==> src/twe_pkg.sv <==
/*
  Package for the trigger width exposure controller: register map, field
  positions, reset values, offset bands and timing constants.
  Assumes a single 10 MHz clock and a 32-bit AHB-Lite register bus.
*/
package twe_pkg;

  // ----------------------------------------------------------------
  // Timing
  // ----------------------------------------------------------------
  localparam int unsigned CLK_PERIOD_NS = 100;
  localparam int unsigned TICK_NS = 1000;
  localparam int unsigned TICK_CYCLES = (TICK_NS + CLK_PERIOD_NS - 1) / CLK_PERIOD_NS;
  localparam logic [3:0] TICK_LAST = 4'(TICK_CYCLES - 1);

  // ----------------------------------------------------------------
  // Register byte offsets
  // ----------------------------------------------------------------
  localparam logic [7:0] ADDR_CTRL = 8'h00;
  localparam logic [7:0] ADDR_THROUGHPUT = 8'h04;
  localparam logic [7:0] ADDR_EXP_TIME = 8'h08;
  localparam logic [7:0] ADDR_OVERLAP_MAX = 8'h0C;
  localparam logic [7:0] ADDR_TRIG_DELAY = 8'h10;
  localparam logic [7:0] ADDR_SW_TRIGGER = 8'h14;
  localparam logic [7:0] ADDR_STATUS = 8'h18;
  localparam logic [7:0] ADDR_MIN_EXP = 8'h1C;

  // ----------------------------------------------------------------
  // Fields and reset values
  // ----------------------------------------------------------------
  localparam int unsigned STAT_OVERRUN_BIT = 2;
  localparam logic [19:0] EXP_TIME_RESET = 20'h00BB8;
  localparam logic [19:0] OVERLAP_RESET = 20'h00000;
  localparam logic [19:0] DELAY_RESET = 20'h00000;
  localparam logic [19:0] DELAY_MAX = 20'hF4240;
  localparam logic [19:0] THROUGHPUT_RESET = 20'h1A5E0;

  // ----------------------------------------------------------------
  // Offset bands, throughput in kB/s, offset in microseconds
  // ----------------------------------------------------------------
  localparam logic [19:0] BAND_WRAP = 20'h2EE70;
  localparam logic [19:0] BAND_1 = 20'h1A5E0;
  localparam logic [19:0] BAND_2 = 20'h222E0;
  localparam logic [19:0] BAND_3 = 20'h27114;
  localparam logic [19:0] BAND_4 = 20'h2BF20;
  localparam logic [7:0] OFS_BAND_1 = 8'h2A;
  localparam logic [7:0] OFS_BAND_2 = 8'h20;
  localparam logic [7:0] OFS_BAND_3 = 8'h1C;
  localparam logic [7:0] OFS_BAND_4 = 8'h19;
  localparam logic [7:0] OFS_BAND_5 = 8'h18;
  localparam logic [7:0] OFS_12BIT = 8'h1C;

  typedef struct packed {
    logic offset_variant;
    logic depth_12bit;
    logic width_mode;
    logic falling_edge;
    logic source_software;
    logic trig_enable;
  } twe_ctrl_type;

  localparam twe_ctrl_type CTRL_RESET = '0;

  typedef enum logic [1:0] {
    ST_WAIT,
    ST_DELAY,
    ST_EXPOSE,
    ST_OFFSET
  } twe_state_type;

endpackage : twe_pkg

==> src/twe_trigger_width_exposure_ctrl.sv <==
/*
  Frame start trigger and exposure timing controller with AHB-Lite slave.
  Assumes one 10 MHz clock, a synchronous active-high reset and an
  asynchronous trigger pin that is synchronised here.
*/
// How it works
// - Rising activation, width mode: expose from trigger rise to next fall.
// - Falling activation, width mode: period runs from fall to next rise.
// - Offset variant adds the exposure offset after the trigger period.
// - 8-bit pixels take offset from throughput bands, repeating above 192.112.
// - 12-bit pixels in the offset variant always use a 28 us offset.
// - Offset equals the minimum exposure time reported.
// - Timed modes subtract the offset so total equals programmed time.
// - Offset only extends the end; exposure start is never moved.
// - Overlap limit time steers the trigger wait output in width mode.
// - Programmed latency is inserted between hardware edge and action.
// - Latency 0 to 1000000 us; zero means no added delay.
// - Latency skipped for software triggers or triggering switched off.
// - Edge polarity setting picks rising or falling start edge.
// - Triggers ignored unless waiting; trigger during exposure flags overrun.
// - Timed mode takes length from exposure time starting at selected edge.
// - Input pin is trigger only when enabled and selected as source.
`timescale 1ns/1ps
module twe_trigger_width_exposure_ctrl
  import twe_pkg::*;
(
  input wire logic clk_i,
  input wire logic reset_i,
  input wire logic hsel_i,
  input wire logic [31:0] haddr_i,
  input wire logic [1:0] htrans_i,
  input wire logic hwrite_i,
  input wire logic [2:0] hsize_i,
  input wire logic [31:0] hwdata_i,
  input wire logic hready_i,
  output logic [31:0] hrdata_o,
  output logic hreadyout_o,
  output logic hresp_o,
  input wire logic trigger_line_i,
  output logic exposure_active_o,
  output logic trigger_wait_o,
  output logic overrun_o
);
  import twe_pkg::*;

  // ----------------------------------------------------------------
  // Registers and bus state
  // ----------------------------------------------------------------
  twe_ctrl_type ctrl_q;
  twe_state_type state_q, state_d;
  logic [19:0] throughput_q, exp_time_q, overlap_q, delay_q;
  logic [19:0] us_cnt_q, target_q;
  logic [7:0] offset_q, offset_now;
  logic [3:0] tick_cnt_q;
  logic tick;
  logic wr_pend_q;
  logic [7:0] wr_addr_q;
  logic sw_pulse_q;
  logic overrun_sticky_q;
  logic [2:0] line_sync_q;
  logic rise, fall, start_edge, end_edge;
  logic hw_trig, sw_trig, any_trig, exposing, ovr_clear;
  logic addr_phase;
  logic [19:0] band_tp;
  logic [19:0] wdata20;
  logic [19:0] timed_len;

  assign hreadyout_o = 1'b1;
  assign hresp_o = 1'b0;
  assign addr_phase = hsel_i && hready_i && htrans_i[1];
  assign wdata20 = hwdata_i[19:0];

  // ----------------------------------------------------------------
  // Microsecond tick
  // ----------------------------------------------------------------
  always_ff @(posedge clk_i) begin
    if (reset_i || tick_cnt_q == TICK_LAST) begin
      tick_cnt_q <= '0;
    end else begin
      tick_cnt_q <= tick_cnt_q + 4'h1;
    end
  end
  assign tick = (tick_cnt_q == TICK_LAST);

  // Split repeat keeps the unrolled sequence short
  a_tick_spacing: assert property (@(posedge clk_i) disable iff (reset_i)
    tick |=> !tick [*8] ##1 !tick ##1 tick) else $error("tick not every 10 cycles");

  // ----------------------------------------------------------------
  // Trigger pin synchroniser and edges
  // ----------------------------------------------------------------
  always_ff @(posedge clk_i) begin
    if (reset_i) begin
      line_sync_q <= '0;
    end else begin
      line_sync_q <= {line_sync_q[1:0], trigger_line_i};
    end
  end
  assign rise = line_sync_q[1] && !line_sync_q[2];
  assign fall = !line_sync_q[1] && line_sync_q[2];
  assign start_edge = ctrl_q.falling_edge ? fall : rise;
  assign end_edge = ctrl_q.falling_edge ? rise : fall;
  assign hw_trig = ctrl_q.trig_enable && !ctrl_q.source_software && start_edge;
  assign sw_trig = ctrl_q.trig_enable && ctrl_q.source_software && sw_pulse_q;
  assign any_trig = hw_trig || sw_trig;
  assign exposing = (state_q == ST_EXPOSE) || (state_q == ST_OFFSET);

  // ----------------------------------------------------------------
  // Exposure offset selection
  // ----------------------------------------------------------------
  always_comb begin
    // Upper bands sit at twice the lower limits; halving rounds up so limits stay inclusive
    band_tp = (throughput_q > BAND_WRAP) ?
              (throughput_q >> 1) + {19'h00000, throughput_q[0]} : throughput_q;
    if (!ctrl_q.offset_variant) begin
      offset_now = 8'h00;
    end else if (ctrl_q.depth_12bit) begin
      offset_now = OFS_12BIT;
    end else if (band_tp <= BAND_1) begin
      offset_now = OFS_BAND_1;
    end else if (band_tp <= BAND_2) begin
      offset_now = OFS_BAND_2;
    end else if (band_tp <= BAND_3) begin
      offset_now = OFS_BAND_3;
    end else if (band_tp <= BAND_4) begin
      offset_now = OFS_BAND_4;
    end else begin
      offset_now = OFS_BAND_5;
    end
  end

  // Programmed time below the minimum is raised to the offset itself
  assign timed_len = (exp_time_q > {12'h000, offset_now}) ?
                     exp_time_q - {12'h000, offset_now} : 20'h00000;

  // ----------------------------------------------------------------
  // Exposure sequencer
  // ----------------------------------------------------------------
  always_comb begin
    state_d = state_q;
    unique case (state_q)
      ST_WAIT: begin
        if (hw_trig && delay_q != 20'h00000) begin
          state_d = ST_DELAY;
        end else if (any_trig) begin
          state_d = ST_EXPOSE;
        end
      end
      ST_DELAY: begin
        if (!ctrl_q.trig_enable || ctrl_q.source_software) begin
          state_d = ST_WAIT;
        end else if (tick && us_cnt_q + 20'h00001 >= delay_q) begin
          state_d = ST_EXPOSE;
        end
      end
      ST_EXPOSE: begin
        if (ctrl_q.width_mode && end_edge) begin
          state_d = ST_OFFSET;
        end else if (!ctrl_q.width_mode && (target_q == 20'h00000 ||
                     (tick && us_cnt_q + 20'h00001 >= target_q))) begin
          state_d = ST_OFFSET;
        end
      end
      ST_OFFSET: begin
        if (offset_q == 8'h00 || (tick && us_cnt_q + 20'h00001 >= {12'h000, offset_q})) begin
          state_d = ST_WAIT;
        end
      end
    endcase
  end

  always_ff @(posedge clk_i) begin
    if (reset_i) begin
      state_q <= ST_WAIT;
    end else begin
      state_q <= state_d;
    end
  end

  always_ff @(posedge clk_i) begin
    if (reset_i || state_d != state_q) begin
      us_cnt_q <= '0;
    end else if (tick) begin
      us_cnt_q <= us_cnt_q + 20'h00001;
    end
  end

  // Offset and length frozen at exposure start so a bus write mid-frame is harmless
  always_ff @(posedge clk_i) begin
    if (reset_i) begin
      offset_q <= '0;
      target_q <= '0;
    end else if (state_d == ST_EXPOSE && state_q != ST_EXPOSE) begin
      offset_q <= offset_now;
      target_q <= timed_len;
    end
  end

  a_wait_start: assert property (@(posedge clk_i) disable iff (reset_i)
    (state_q == ST_WAIT && hw_trig && delay_q == 20'h00000) |=> state_q == ST_EXPOSE)
    else $error("zero latency trigger did not start exposure");
  a_delay_used: assert property (@(posedge clk_i) disable iff (reset_i)
    (state_q == ST_WAIT && hw_trig && delay_q != 20'h00000) |=> state_q == ST_DELAY)
    else $error("latency not inserted");
  a_sw_nodelay: assert property (@(posedge clk_i) disable iff (reset_i)
    (state_q == ST_WAIT && sw_trig && !hw_trig) |=> state_q == ST_EXPOSE)
    else $error("software trigger delayed");
  a_width_end: assert property (@(posedge clk_i) disable iff (reset_i)
    (state_q == ST_EXPOSE && ctrl_q.width_mode && end_edge) |=> state_q == ST_OFFSET)
    else $error("opposite edge did not end trigger period");
  a_width_hold: assert property (@(posedge clk_i) disable iff (reset_i)
    (state_q == ST_EXPOSE && ctrl_q.width_mode && !end_edge) |=> state_q == ST_EXPOSE)
    else $error("trigger period ended without edge");
  a_offset_len: assert property (@(posedge clk_i) disable iff (reset_i)
    ($rose(state_q == ST_OFFSET) && offset_q >= 8'h02) |->
    (state_q == ST_OFFSET) [*8] ##0 !(state_d == ST_WAIT))
    else $error("offset phase too short");
  a_twelve_bit: assert property (@(posedge clk_i) disable iff (reset_i)
    (ctrl_q.offset_variant && ctrl_q.depth_12bit) |-> offset_now == 8'h1C)
    else $error("12-bit offset not 28 us");
  a_band_wrap: assert property (@(posedge clk_i) disable iff (reset_i)
    (ctrl_q.offset_variant && !ctrl_q.depth_12bit && throughput_q > 20'h2EE70 &&
     throughput_q <= 20'h34BC0) |-> offset_now == 8'h2A)
    else $error("band repetition wrong");
  a_offset_none: assert property (@(posedge clk_i) disable iff (reset_i)
    !ctrl_q.offset_variant |-> offset_now == 8'h00)
    else $error("offset added outside offset variant");
  a_delay_clamp: assert property (@(posedge clk_i) disable iff (reset_i)
    delay_q <= 20'hF4240)
    else $error("latency above one second");
  a_delay_abort: assert property (@(posedge clk_i) disable iff (reset_i)
    (state_q == ST_DELAY && ctrl_q.source_software) |=> state_q == ST_WAIT)
    else $error("latency kept for software source");

  // ----------------------------------------------------------------
  // Outputs and overrun
  // ----------------------------------------------------------------
  always_ff @(posedge clk_i) begin
    if (reset_i) begin
      overrun_o <= 1'b0;
    end else begin
      overrun_o <= exposing && any_trig;
    end
  end

  always_ff @(posedge clk_i) begin
    if (reset_i) begin
      overrun_sticky_q <= 1'b0;
    end else if (exposing && any_trig) begin
      overrun_sticky_q <= 1'b1;
    end else if (ovr_clear) begin
      overrun_sticky_q <= 1'b0;
    end
  end

  assign exposure_active_o = exposing;
  assign trigger_wait_o = ctrl_q.trig_enable && ((state_q == ST_WAIT) ||
    (state_q == ST_EXPOSE && ctrl_q.width_mode && us_cnt_q >= overlap_q));

  a_overrun_flag: assert property (@(posedge clk_i) disable iff (reset_i)
    (exposing && any_trig) |=> overrun_o && overrun_sticky_q)
    else $error("overrun not flagged");
  a_ignore_busy: assert property (@(posedge clk_i) disable iff (reset_i)
    (state_q == ST_DELAY && hw_trig && !tick) |=> state_q == ST_DELAY || state_q == ST_WAIT)
    else $error("busy trigger not ignored");
  a_wait_overlap: assert property (@(posedge clk_i) disable iff (reset_i)
    (state_q == ST_EXPOSE && ctrl_q.trig_enable && ctrl_q.width_mode && us_cnt_q < overlap_q)
    |-> !trigger_wait_o) else $error("wait raised before overlap limit");
  a_overlap_open: assert property (@(posedge clk_i) disable iff (reset_i)
    (state_q == ST_EXPOSE && ctrl_q.trig_enable && ctrl_q.width_mode && us_cnt_q >= overlap_q)
    |-> trigger_wait_o) else $error("wait not raised after overlap limit");
  a_disabled_idle: assert property (@(posedge clk_i) disable iff (reset_i)
    (state_q == ST_WAIT && !ctrl_q.trig_enable) |=> state_q == ST_WAIT)
    else $error("trigger taken while triggering off");
  a_pin_unselected: assert property (@(posedge clk_i) disable iff (reset_i)
    (state_q == ST_WAIT && ctrl_q.source_software && !sw_pulse_q) |=> state_q == ST_WAIT)
    else $error("pin taken while software source selected");

  // ----------------------------------------------------------------
  // AHB-Lite slave
  // ----------------------------------------------------------------
  always_ff @(posedge clk_i) begin
    if (reset_i) begin
      wr_pend_q <= 1'b0;
      wr_addr_q <= '0;
    end else begin
      wr_pend_q <= addr_phase && hwrite_i;
      wr_addr_q <= haddr_i[7:0];
    end
  end

  assign ovr_clear = wr_pend_q && wr_addr_q == ADDR_STATUS && hwdata_i[STAT_OVERRUN_BIT];

  always_ff @(posedge clk_i) begin
    if (reset_i) begin
      ctrl_q <= CTRL_RESET;
      throughput_q <= THROUGHPUT_RESET;
      exp_time_q <= EXP_TIME_RESET;
      overlap_q <= OVERLAP_RESET;
      delay_q <= DELAY_RESET;
    end else if (wr_pend_q) begin
      case (wr_addr_q)
        ADDR_CTRL: ctrl_q <= hwdata_i[5:0];
        ADDR_THROUGHPUT: throughput_q <= wdata20;
        ADDR_EXP_TIME: exp_time_q <= wdata20;
        ADDR_OVERLAP_MAX: overlap_q <= wdata20;
        ADDR_TRIG_DELAY: delay_q <= (wdata20 > DELAY_MAX) ? DELAY_MAX : wdata20;
        default: ;
      endcase
    end
  end

  always_ff @(posedge clk_i) begin
    if (reset_i) begin
      sw_pulse_q <= 1'b0;
    end else begin
      sw_pulse_q <= wr_pend_q && wr_addr_q == ADDR_SW_TRIGGER && hwdata_i[0];
    end
  end

  // Read data is sampled in the address phase; zero wait states
  always_ff @(posedge clk_i) begin
    if (reset_i) begin
      hrdata_o <= '0;
    end else if (addr_phase && !hwrite_i) begin
      case (haddr_i[7:0])
        ADDR_CTRL: hrdata_o <= {26'h0000000, ctrl_q};
        ADDR_THROUGHPUT: hrdata_o <= {12'h000, throughput_q};
        ADDR_EXP_TIME: hrdata_o <= {12'h000, exp_time_q};
        ADDR_OVERLAP_MAX: hrdata_o <= {12'h000, overlap_q};
        ADDR_TRIG_DELAY: hrdata_o <= {12'h000, delay_q};
        ADDR_STATUS: hrdata_o <= {16'h0000, offset_now, 4'h0, trigger_wait_o,
                                  overrun_sticky_q, exposing, state_q == ST_WAIT};
        ADDR_MIN_EXP: hrdata_o <= {24'h000000, offset_now};
        default: hrdata_o <= 32'h00000000;
      endcase
    end
  end

endmodule // twe_trigger_width_exposure_ctrl

==> config.mk <==
export PLATFORM = sky130hd
export DESIGN_NAME = twe_trigger_width_exposure_ctrl
export DESIGN_NICKNAME = d
export VERILOG_FILES = /design/src/twe_pkg.sv /design/src/twe_trigger_width_exposure_ctrl.sv
export SDC_FILE = /design/constraint.sdc
export NUM_CORES = 1
export LEC_CHECK = 0
export BUFFER_PORTS_ARGS = -buffer_cell sky130_fd_sc_hd__buf_2
export CAP_MARGIN = 20
export CORE_MARGIN = 2
export CORE_UTILIZATION = 45
export CTS_BUF_LIST = sky130_fd_sc_hd__clkbuf_4 sky130_fd_sc_hd__clkbuf_8
export CTS_CLUSTER_SIZE = 24
export DETAILED_ROUTE_END_ITERATION = 16
export PLACE_DENSITY = 0.69
export SYNTH_ARGS = -nofsm -noshare
export SYNTH_HDL_FRONTEND = slang
export SYNTH_SLANG_ARGS = --single-unit
==> constraint.sdc <==
create_clock -name clk_i -period 13.1 [get_ports clk_i]
set_input_delay 1.31 -clock clk_i [delete_from_list [all_inputs] [get_ports clk_i]]
set_output_delay 1.31 -clock clk_i [all_outputs]
set_load 0.05 [all_outputs]
==> results of run 1 <==
[layout by cell type (no fill, tap or decap), types with 6 or more instances in the layout]
master       n
nand2_1    230
dfxtp_1    173
a21oi_1    125
inv_1      103
nor2_1      97
ha_1        78
buf_2       56
nand3_1     49
o21ai_0     44
xnor2_1     42
nor4_1      34
or3_1       32
a22oi_1     31
nor3_1      29
a21o_1      25
a2111oi_0   25
nand4_1     24
nor2b_1     23
nand2b_1    18
clkbuf_8    18
mux2_2      15
xor2_1      15
conb_1      14
mux2i_1     13
or2_2       13
o211ai_1    12
buf_4       12
and3_1      11
or4_1       11
a211oi_1    10
a31oi_1      8
a221oi_1     8
o22ai_1      7
a31o_2       6
o31ai_1      6
a21boi_0     6
[synth_stat cells, types with 24 or more instances]
cell and instances:
a22oi_1 31, nand3_1 49, inv_1 103, a2111oi_0 25, a21oi_1 125, xnor2_1 42, or3_1 32, a21o_1 25
clkbuf_1 71, nand4_1 24, nor2_1 97, nand2_1 230, ha_1 78, o21ai_0 44, nor3_1 32, dfxtp_1 173
nor4_1 34
[kinds of logic after synthesis]
kind of cell	share of synthesized area
AND/OR/NAND/NOR	0.259
adder cells (fa/ha/maj)	0.0843
multiplexers	0.0272
other	0.000636
buffers and inverters	0.0777
flip-flops	0.293
XOR/XNOR	0.0423
AO/OA/AOI/OAI	0.216
[sequential cells by signal (all words and copies together), names as in the netlist, 6 cells and up]
name / cells
offset_q: 6
overlap_q: 20
exp_time_q: 20
hrdata_o: 20
throughput_q: 20
target_q: 20
ctrl_q: 6
us_cnt_q: 20
wr_addr_q: 8
delay_q: 20
[routing by layer]
metal | track usage | vias to the layer above | routed length, um
li1 | - | 5474 | -
met1 | 0.402 | 5469 | 17300
met2 | 0.428 | 581 | 16900
met3 | 0.0367 | 116 | 3410
met4 | 0.141 | 0 | 2140
met5 | 0 | - | 0
[report_power, final]
part	internal [uW]	total [uW]	switching, uW
sequential	528	531	2.67
combinational	11.6	52.3	40.7
clock	185	415	229
total	725	998	272
[per-stage QoR]
stage               cells  power, uW  hold WS (ns)  cell area (sq um)  worst slack [ns]
floorplan            1553        575         0.414              11900              7.51
global placement     1845        593         0.420              12100              6.37
detailed placement   1845        594         0.428              12100              6.44
CTS                  1877        997         0.451              12600              6.40
global route         1879       1020         0.467              12600              5.63
finish               1879        998         0.450              12600              6.18
[worst max-delay path: stages, from the launching register on]
cell and delay (ns):
dfxtp_1 0.52, ha_1 0.26, ha_1 0.31, nand4_2 0.42, nor4_1 0.66, mux2_2 0.40
nor3_1 0.44, o21ai_1 0.20, or3_1 0.42, o32ai_2 0.55, a21oi_1 0.32, inv_1 0.12
ha_1 0.25, inv_1 0.08, a21oi_1 0.05, o21ai_0 0.20, a21boi_0 0.23, nor4_1 0.63
nand3b_1 0.17, or3_1 0.34, a311oi_1 0.26
[final cells by class]
type                       count  area share
multi-input combinational   1166       0.597
sequential                   173       0.275
tap                          335      0.0333
inverter                     104      0.0310
timing repair buffer          68      0.0294
clock buffer                  19      0.0203
clock inverter                13      0.0141
antenna                        1    0.000199
[worst max path at each step]
| stage | from | endpoint | slack, ns | cells past startpoint |
|---|---|---|---|---|
| 3_3_place_gp | throughput_q[0]$_SDFFE_PP0P_ | target_q[19]$_SDFFE_PP0P_ | 6.37 | 20 |
| 4_1_cts | throughput_q[0]$_SDFFE_PP0P_ | target_q[19]$_SDFFE_PP0P_ | 6.40 | 20 |
| 2_1_floorplan | throughput_q[0]$_SDFFE_PP0P_ | target_q[15]$_SDFFE_PP0P_ | 7.51 | 22 |
| 3_5_place_dp | throughput_q[0]$_SDFFE_PP0P_ | target_q[19]$_SDFFE_PP0P_ | 6.44 | 20 |
| 6_report | throughput_q[0]$_SDFFE_PP0P_ | target_q[19]$_SDFFE_PP0P_ | 6.18 | 20 |
| 5_1_grt | throughput_q[0]$_SDFFE_PP0P_ | target_q[19]$_SDFFE_PP0P_ | 5.63 | 20 |
==> metrics.txt, run 1 <==
# TYPE chip_impl_metric gauge
chip_impl_info{name="run_status",value="finished clean"} 1
chip_impl_metric{name="initial_util",unit=""} 0.456
chip_impl_metric{name="tritoncts.num_buffers",unit=""} 17
chip_impl_metric{name="max-vdd-ir-drop",unit="V"} 0.0000601
chip_impl_info{name="worst_setup_path_end_kind",value="register"} 1
chip_impl_metric{name="critPathArrivalTime",unit="ns"} 7.32
chip_impl_metric{name="number_of_flops_mapped_to_enable_cells_by_yosys",unit=""} 0
chip_impl_metric{name="netlist_area",unit="sq um"} 11800
chip_impl_metric{name="worst_pin_slew",unit="ns"} 1.09
chip_impl_info{name="rsz0062_at_grt",value="false"} 1
chip_impl_metric{name="placer_s_final_routability_congestion_estimate",unit=""} 0.959
chip_impl_metric{name="area.sequential",unit="sq um"} 3460
chip_impl_metric{name="ys_seq_elements",unit=""} 173
chip_impl_metric{name="post_route_cells_drive_above_1_share",unit=""} 0.104
chip_impl_info{name="timing.setup.critical_path_class",value="reg -> reg"} 1
chip_impl_metric{name="finalSetupViolCount",unit=""} 0
chip_impl_metric{name="port_buffers",unit=""} 57
chip_impl_metric{name="final_hold_viol_count",unit=""} 0
chip_impl_metric{name="cts.clk_slew.worst_paths",unit="ns"} 0.10
chip_impl_metric{name="grt_remaining_overflow",unit=""} 0
chip_impl_metric{name="crit_required",unit="ns"} 13.50
chip_impl_info{name="clockRootBuffer",value="clkbuf_8"} 1
chip_impl_metric{name="achievable_frequency",unit="GHz"} 0.144
chip_impl_metric{name="period_needed",unit="ns"} 6.92
chip_impl_metric{name="worst_r2r_path_cells",unit=""} 20
chip_impl_metric{name="core_area",unit="sq um"} 25900
chip_impl_metric{name="avgSynthCellArea",unit="sq um"} 7.66
chip_impl_metric{name="synthDistinctLibCells",unit=""} 91
chip_impl_metric{name="nNetsFinal",unit=""} 1684
chip_impl_info{name="critical_path.startpoint_type",value="register"} 1
chip_impl_metric{name="hold_path_depth",unit=""} 1
chip_impl_metric{name="multiInputGateArea",unit="sq um"} 7510
chip_impl_metric{name="grt_util_all_layers",unit=""} 0.285
chip_impl_metric{name="die_width",unit="um"} 166
chip_impl_metric{name="ctsHtreeMaxLevel",unit=""} 4
chip_impl_info{name="hp-class",value="reg -> reg"} 1
chip_impl_info{name="min_to",value="line_sync_q[1]$_SDFF_PP0_"} 1
chip_impl_metric{name="final_max_slew_viol_count",unit=""} 0
chip_impl_info{name="reg2reg_to",value="target_q[19]$_SDFFE_PP0P_"} 1
chip_impl_metric{name="drt_wl_total",unit="mm"} 39.8
chip_impl_metric{name="grt_pass1_wl",unit="mm"} 61.4
chip_impl_metric{name="post-synth-top-area-fraction",unit=""} 0.293
chip_impl_metric{name="clkLatencyLatePin",unit="ns"} 0.50
chip_impl_info{name="dominantRegCellSynth",value="dfxtp_1"} 1
chip_impl_metric{name="n_fill_cell",unit=""} 2556
chip_impl_metric{name="critical_path.max_fanout",unit=""} 14
chip_impl_metric{name="cts_buffer_depth",unit=""} 2
chip_impl_metric{name="postLayoutCoreUtil",unit=""} 0.486
chip_impl_info{name="cts_tree",value="built"} 1
chip_impl_metric{name="max_cap_viols",unit=""} 0
chip_impl_metric{name="postRouteAntennaNets",unit=""} 0
chip_impl_metric{name="grt_pass1_vias",unit=""} 10500
chip_impl_metric{name="maximum_number_of_pins_on_one_net_before_global_route_repair",unit=""} 90
chip_impl_metric{name="remaining_drc_errors",unit=""} 0
chip_impl_metric{name="dp_hpwl",unit="mm"} 29.7
chip_impl_metric{name="viasPerCell",unit=""} 6.19
chip_impl_metric{name="async_flop_share",unit=""} 0
chip_impl_metric{name="min_period_over_period",unit=""} 0.528
chip_impl_metric{name="number_of_iterations_in_the_first_detailed_routing_pass",unit=""} 5
chip_impl_metric{name="synth-seq-area-share",unit=""} 0.293
chip_impl_metric{name="cts_sinks",unit=""} 173
chip_impl_metric{name="io-pin-count",unit=""} 112
chip_impl_metric{name="dr_vias",unit=""} 11600
chip_impl_metric{name="grt_antenna_before_repair",unit=""} 1
chip_impl_metric{name="fin_worst_skew",unit="ns"} 0.0186
chip_impl_metric{name="yosys_warnings",unit=""} 0
chip_impl_metric{name="iteration_0_drc_markers",unit=""} 1386
chip_impl_metric{name="cts_hold_buf",unit=""} 0
chip_impl_info{name="synth_top_area_cell",value="dfxtp_1"} 1
chip_impl_metric{name="area_delta_synth_final",unit="%"} 6.58
chip_impl_metric{name="timing.slew.headroom",unit=""} 0.268
chip_impl_metric{name="number_of_standard_cells_after_synthesis",unit=""} 1541
chip_impl_metric{name="leakagePower",unit="uW"} 0.00459
chip_impl_metric{name="setup_total_neg_slack",unit="ns"} 0
chip_impl_metric{name="pwr_density",unit="nW/um^2"} 79.3
chip_impl_metric{name="die_span_y",unit="um"} 166
chip_impl_metric{name="r2r_slack",unit="ns"} 6.18
chip_impl_metric{name="postCtsSetupRepairBufs",unit=""} 0
chip_impl_metric{name="rows",unit=""} 59
chip_impl_metric{name="fp.dieArea",unit="sq um"} 27600
chip_impl_info{name="synth.top_cells.by_area",value="dfxtp_1 29%, ha_1 8.3%, nand2_1 7.3%"} 1
chip_impl_info{name="worst_r2r_startpoint",value="throughput_q[0]$_SDFFE_PP0P_"} 1
chip_impl_metric{name="route.detailed.wl_per_inst",unit="um"} 21.2
chip_impl_info{name="min-delay-start",value="line_sync_q[0]$_SDFF_PP0_"} 1
chip_impl_metric{name="post_cts.resized_instances",unit=""} 0
(Power assumes the default switching activity.)
==> inputs of run 2 (changes only) <==
- clock period: 13.1 -> 7 ns (I/O delays scaled with it)
==> metrics.txt, run 2 (synthesis results as in run 1) <==
# TYPE chip_impl_metric gauge
chip_impl_metric{name="route.detailed.wl_per_inst",unit="um"} 21.2
chip_impl_metric{name="worst_pin_slew",unit="ns"} 1.07
chip_impl_info{name="worst_r2r_startpoint",value="throughput_q[9]$_SDFFE_PP0P_"} 1
chip_impl_metric{name="area_delta_synth_final",unit="%"} 7.28
chip_impl_metric{name="timing.slew.headroom",unit=""} 0.281
chip_impl_metric{name="rows",unit=""} 59
chip_impl_metric{name="nNetsFinal",unit=""} 1695
chip_impl_metric{name="crit_required",unit="ns"} 7.33
chip_impl_metric{name="viasPerCell",unit=""} 6.17
chip_impl_metric{name="pwr_density",unit="nW/um^2"} 145
chip_impl_info{name="mostFrequentLayoutCells",value="230 x nand2_1, 173 x dfxtp_1, 125 x a21oi_1"} 1
chip_impl_metric{name="hold_path_depth",unit=""} 2
chip_impl_metric{name="min_period_over_period",unit=""} 0.923
chip_impl_metric{name="post_route_cells_drive_above_1_share",unit=""} 0.111
chip_impl_metric{name="final_hold_viol_count",unit=""} 0
chip_impl_metric{name="fin_cells",unit=""} 1890
chip_impl_metric{name="multiInputGateArea",unit="sq um"} 7510
chip_impl_metric{name="r2r_slack",unit="ns"} 0.54
chip_impl_metric{name="final_max_slew_viol_count",unit=""} 0
chip_impl_info{name="critical_path.startpoint_type",value="register"} 1
chip_impl_metric{name="grt_antenna_before_repair",unit=""} 1
chip_impl_metric{name="finalSetupViolCount",unit=""} 0
chip_impl_metric{name="grt_util_all_layers",unit=""} 0.284
chip_impl_metric{name="max_cap_viols",unit=""} 0
chip_impl_metric{name="n_fill_cell",unit=""} 2539
chip_impl_metric{name="drt_wl_total",unit="mm"} 40.0
chip_impl_metric{name="iteration_0_drc_markers",unit=""} 1276
chip_impl_metric{name="postCtsSetupRepairBufs",unit=""} 0
chip_impl_metric{name="critPathArrivalTime",unit="ns"} 6.79
chip_impl_metric{name="cts_hold_buf",unit=""} 0
chip_impl_metric{name="leakagePower",unit="uW"} 0.00464
chip_impl_metric{name="grt_remaining_overflow",unit=""} 0
chip_impl_metric{name="port_buffers",unit=""} 57
chip_impl_metric{name="worst_r2r_path_cells",unit=""} 21
chip_impl_metric{name="cts_sinks",unit=""} 173
chip_impl_metric{name="remaining_drc_errors",unit=""} 0
chip_impl_info{name="run_status",value="finished clean"} 1
chip_impl_metric{name="io-pin-count",unit=""} 112
chip_impl_metric{name="whs",unit="ns"} 0.410
chip_impl_metric{name="placer_s_final_routability_congestion_estimate",unit=""} 0.989
chip_impl_metric{name="fin_worst_skew",unit="ns"} 0.0198
chip_impl_metric{name="critical_path.max_fanout",unit=""} 15
chip_impl_info{name="timing.setup.critical_path_class",value="reg -> reg"} 1
chip_impl_info{name="min-delay-start",value="trigger_line_i"} 1
chip_impl_metric{name="detailedPlace.worstSlack",unit="ns"} 0.729
chip_impl_info{name="layout.cells.most_common",value="nand2_1"} 1
chip_impl_metric{name="grt_pass1_vias",unit=""} 10600
chip_impl_info{name="rsz0062_at_grt",value="false"} 1
chip_impl_metric{name="cts_buffer_depth",unit=""} 2
chip_impl_metric{name="period_needed",unit="ns"} 6.46
chip_impl_metric{name="postRouteAntennaNets",unit=""} 0
chip_impl_metric{name="ctsHtreeMaxLevel",unit=""} 4
chip_impl_info{name="min_to",value="line_sync_q[0]$_SDFF_PP0_"} 1
chip_impl_info{name="worst_setup_path_end_kind",value="register"} 1
chip_impl_info{name="reg2reg_to",value="target_q[13]$_SDFFE_PP0P_"} 1
chip_impl_metric{name="tritoncts.num_buffers",unit=""} 17
chip_impl_metric{name="die_width",unit="um"} 166
chip_impl_metric{name="achievable_frequency",unit="GHz"} 0.155
chip_impl_metric{name="max-vdd-ir-drop",unit="V"} 0.000131
chip_impl_info{name="cts_tree",value="built"} 1
chip_impl_info{name="hp-class",value="in -> reg"} 1
chip_impl_metric{name="core_area",unit="sq um"} 25900
chip_impl_metric{name="setup_total_neg_slack",unit="ns"} 0
chip_impl_metric{name="setup_slack",unit="ns"} 0.538
chip_impl_metric{name="grt_pass1_wl",unit="mm"} 61.4
chip_impl_info{name="clockRootBuffer",value="clkbuf_8"} 1
chip_impl_metric{name="dp_hpwl",unit="mm"} 29.9
chip_impl_metric{name="placedCellCount",unit=""} 1857
chip_impl_metric{name="post_cts.resized_instances",unit=""} 0
chip_impl_metric{name="maximum_number_of_pins_on_one_net_before_global_route_repair",unit=""} 92
chip_impl_metric{name="clkLatencyLatePin",unit="ns"} 0.49
chip_impl_metric{name="die_span_y",unit="um"} 166
chip_impl_metric{name="number_of_iterations_in_the_first_detailed_routing_pass",unit=""} 7
chip_impl_metric{name="cts.clk_slew.worst_paths",unit="ns"} 0.12
chip_impl_metric{name="area.sequential",unit="sq um"} 3460
chip_impl_metric{name="dr_vias",unit=""} 11700
chip_impl_metric{name="initial_util",unit=""} 0.456
chip_impl_metric{name="fp.dieArea",unit="sq um"} 27600
-- run 2: cell count changes in the layout (fill, tap and decap cells not counted), moves of 2 or more --
cell and delta:
clkinv_8 +5, inv_6 +2, clkinv_4 -2, buf_4 +11, inv_8 -2, bufinv_16 -2
-- run 2: report_power, final --
part	internal [uW]	leakage, uW	switching (uW)
clock network	287	0.000213	463
registers	989	0.00140	4.77
logic	21.7	0.00303	76.9
-- run 2: layer usage --
metal / wire [um] / up-vias / global-route usage / share of wire
met5: 0 / - / 0 / 0
li1: - / 5487 / - / -
met3: 3510 / 107 / 0.0481 / 0.088
met1: 17200 / 5472 / 0.389 / 0.43
met2: 17100 / 590 / 0.434 / 0.43
met4: 2170 / 0 / 0.142 / 0.054
-- run 2: worst max path at each step --
stage	start	end	slack [ns]	depth (start not counted)
after floorplan	throughput_q[0]$_SDFFE_PP0P_	target_q[15]$_SDFFE_PP0P_	1.41	22
after global placement	throughput_q[0]$_SDFFE_PP0P_	target_q[13]$_SDFFE_PP0P_	0.79	23
after detailed placement	throughput_q[9]$_SDFFE_PP0P_	target_q[13]$_SDFFE_PP0P_	0.73	21
after CTS	throughput_q[9]$_SDFFE_PP0P_	target_q[13]$_SDFFE_PP0P_	0.66	21
after global routing	throughput_q[1]$_SDFFE_PP0P_	target_q[13]$_SDFFE_PP0P_	0.04	24
final	throughput_q[9]$_SDFFE_PP0P_	target_q[13]$_SDFFE_PP0P_	0.54	21
-- run 2: area by class of cell --
cell class                      instances  area share
Clock inverter                         14      0.0146
Inverter                              104      0.0308
Antenna cell                            1    0.000198
Multi-Input combinational cell       1166       0.593
Tap cell                              335      0.0331
Sequential cell                       173       0.273
Clock buffer                           18      0.0196
Timing Repair Buffer                   79      0.0357
-- run 2: metrics by stage --
stage           util  power [uW]  area [sq um]
4_1_cts        0.489        1840         12700
6_report       0.489        1840         12700
5_1_grt        0.489        1890         12700
2_1_floorplan      -        1080         11900
3_5_place_dp   0.472        1110         12200
3_3_place_gp   0.472        1110         12200
-- run 2: worst max-delay path, stage by stage (launching register included) --
cell       delay (ns)
dfxtp_1          0.74
nand4_1          0.42
nor4_1           0.54
mux2_2           0.42
nor3_1           0.33
o21ai_1          0.17
nor4_1           0.45
o32ai_2          0.14
buf_4            0.19
nor2_2           0.28
nand2_1          0.10
ha_1             0.33
nor2b_1          0.16
o21ai_0          0.23
a21boi_0         0.15
o21ai_0          0.29
nand2_1          0.16
a2111oi_2        0.53
buf_4            0.30
nor4b_1          0.07
o21ai_0          0.19
a21oi_1          0.09
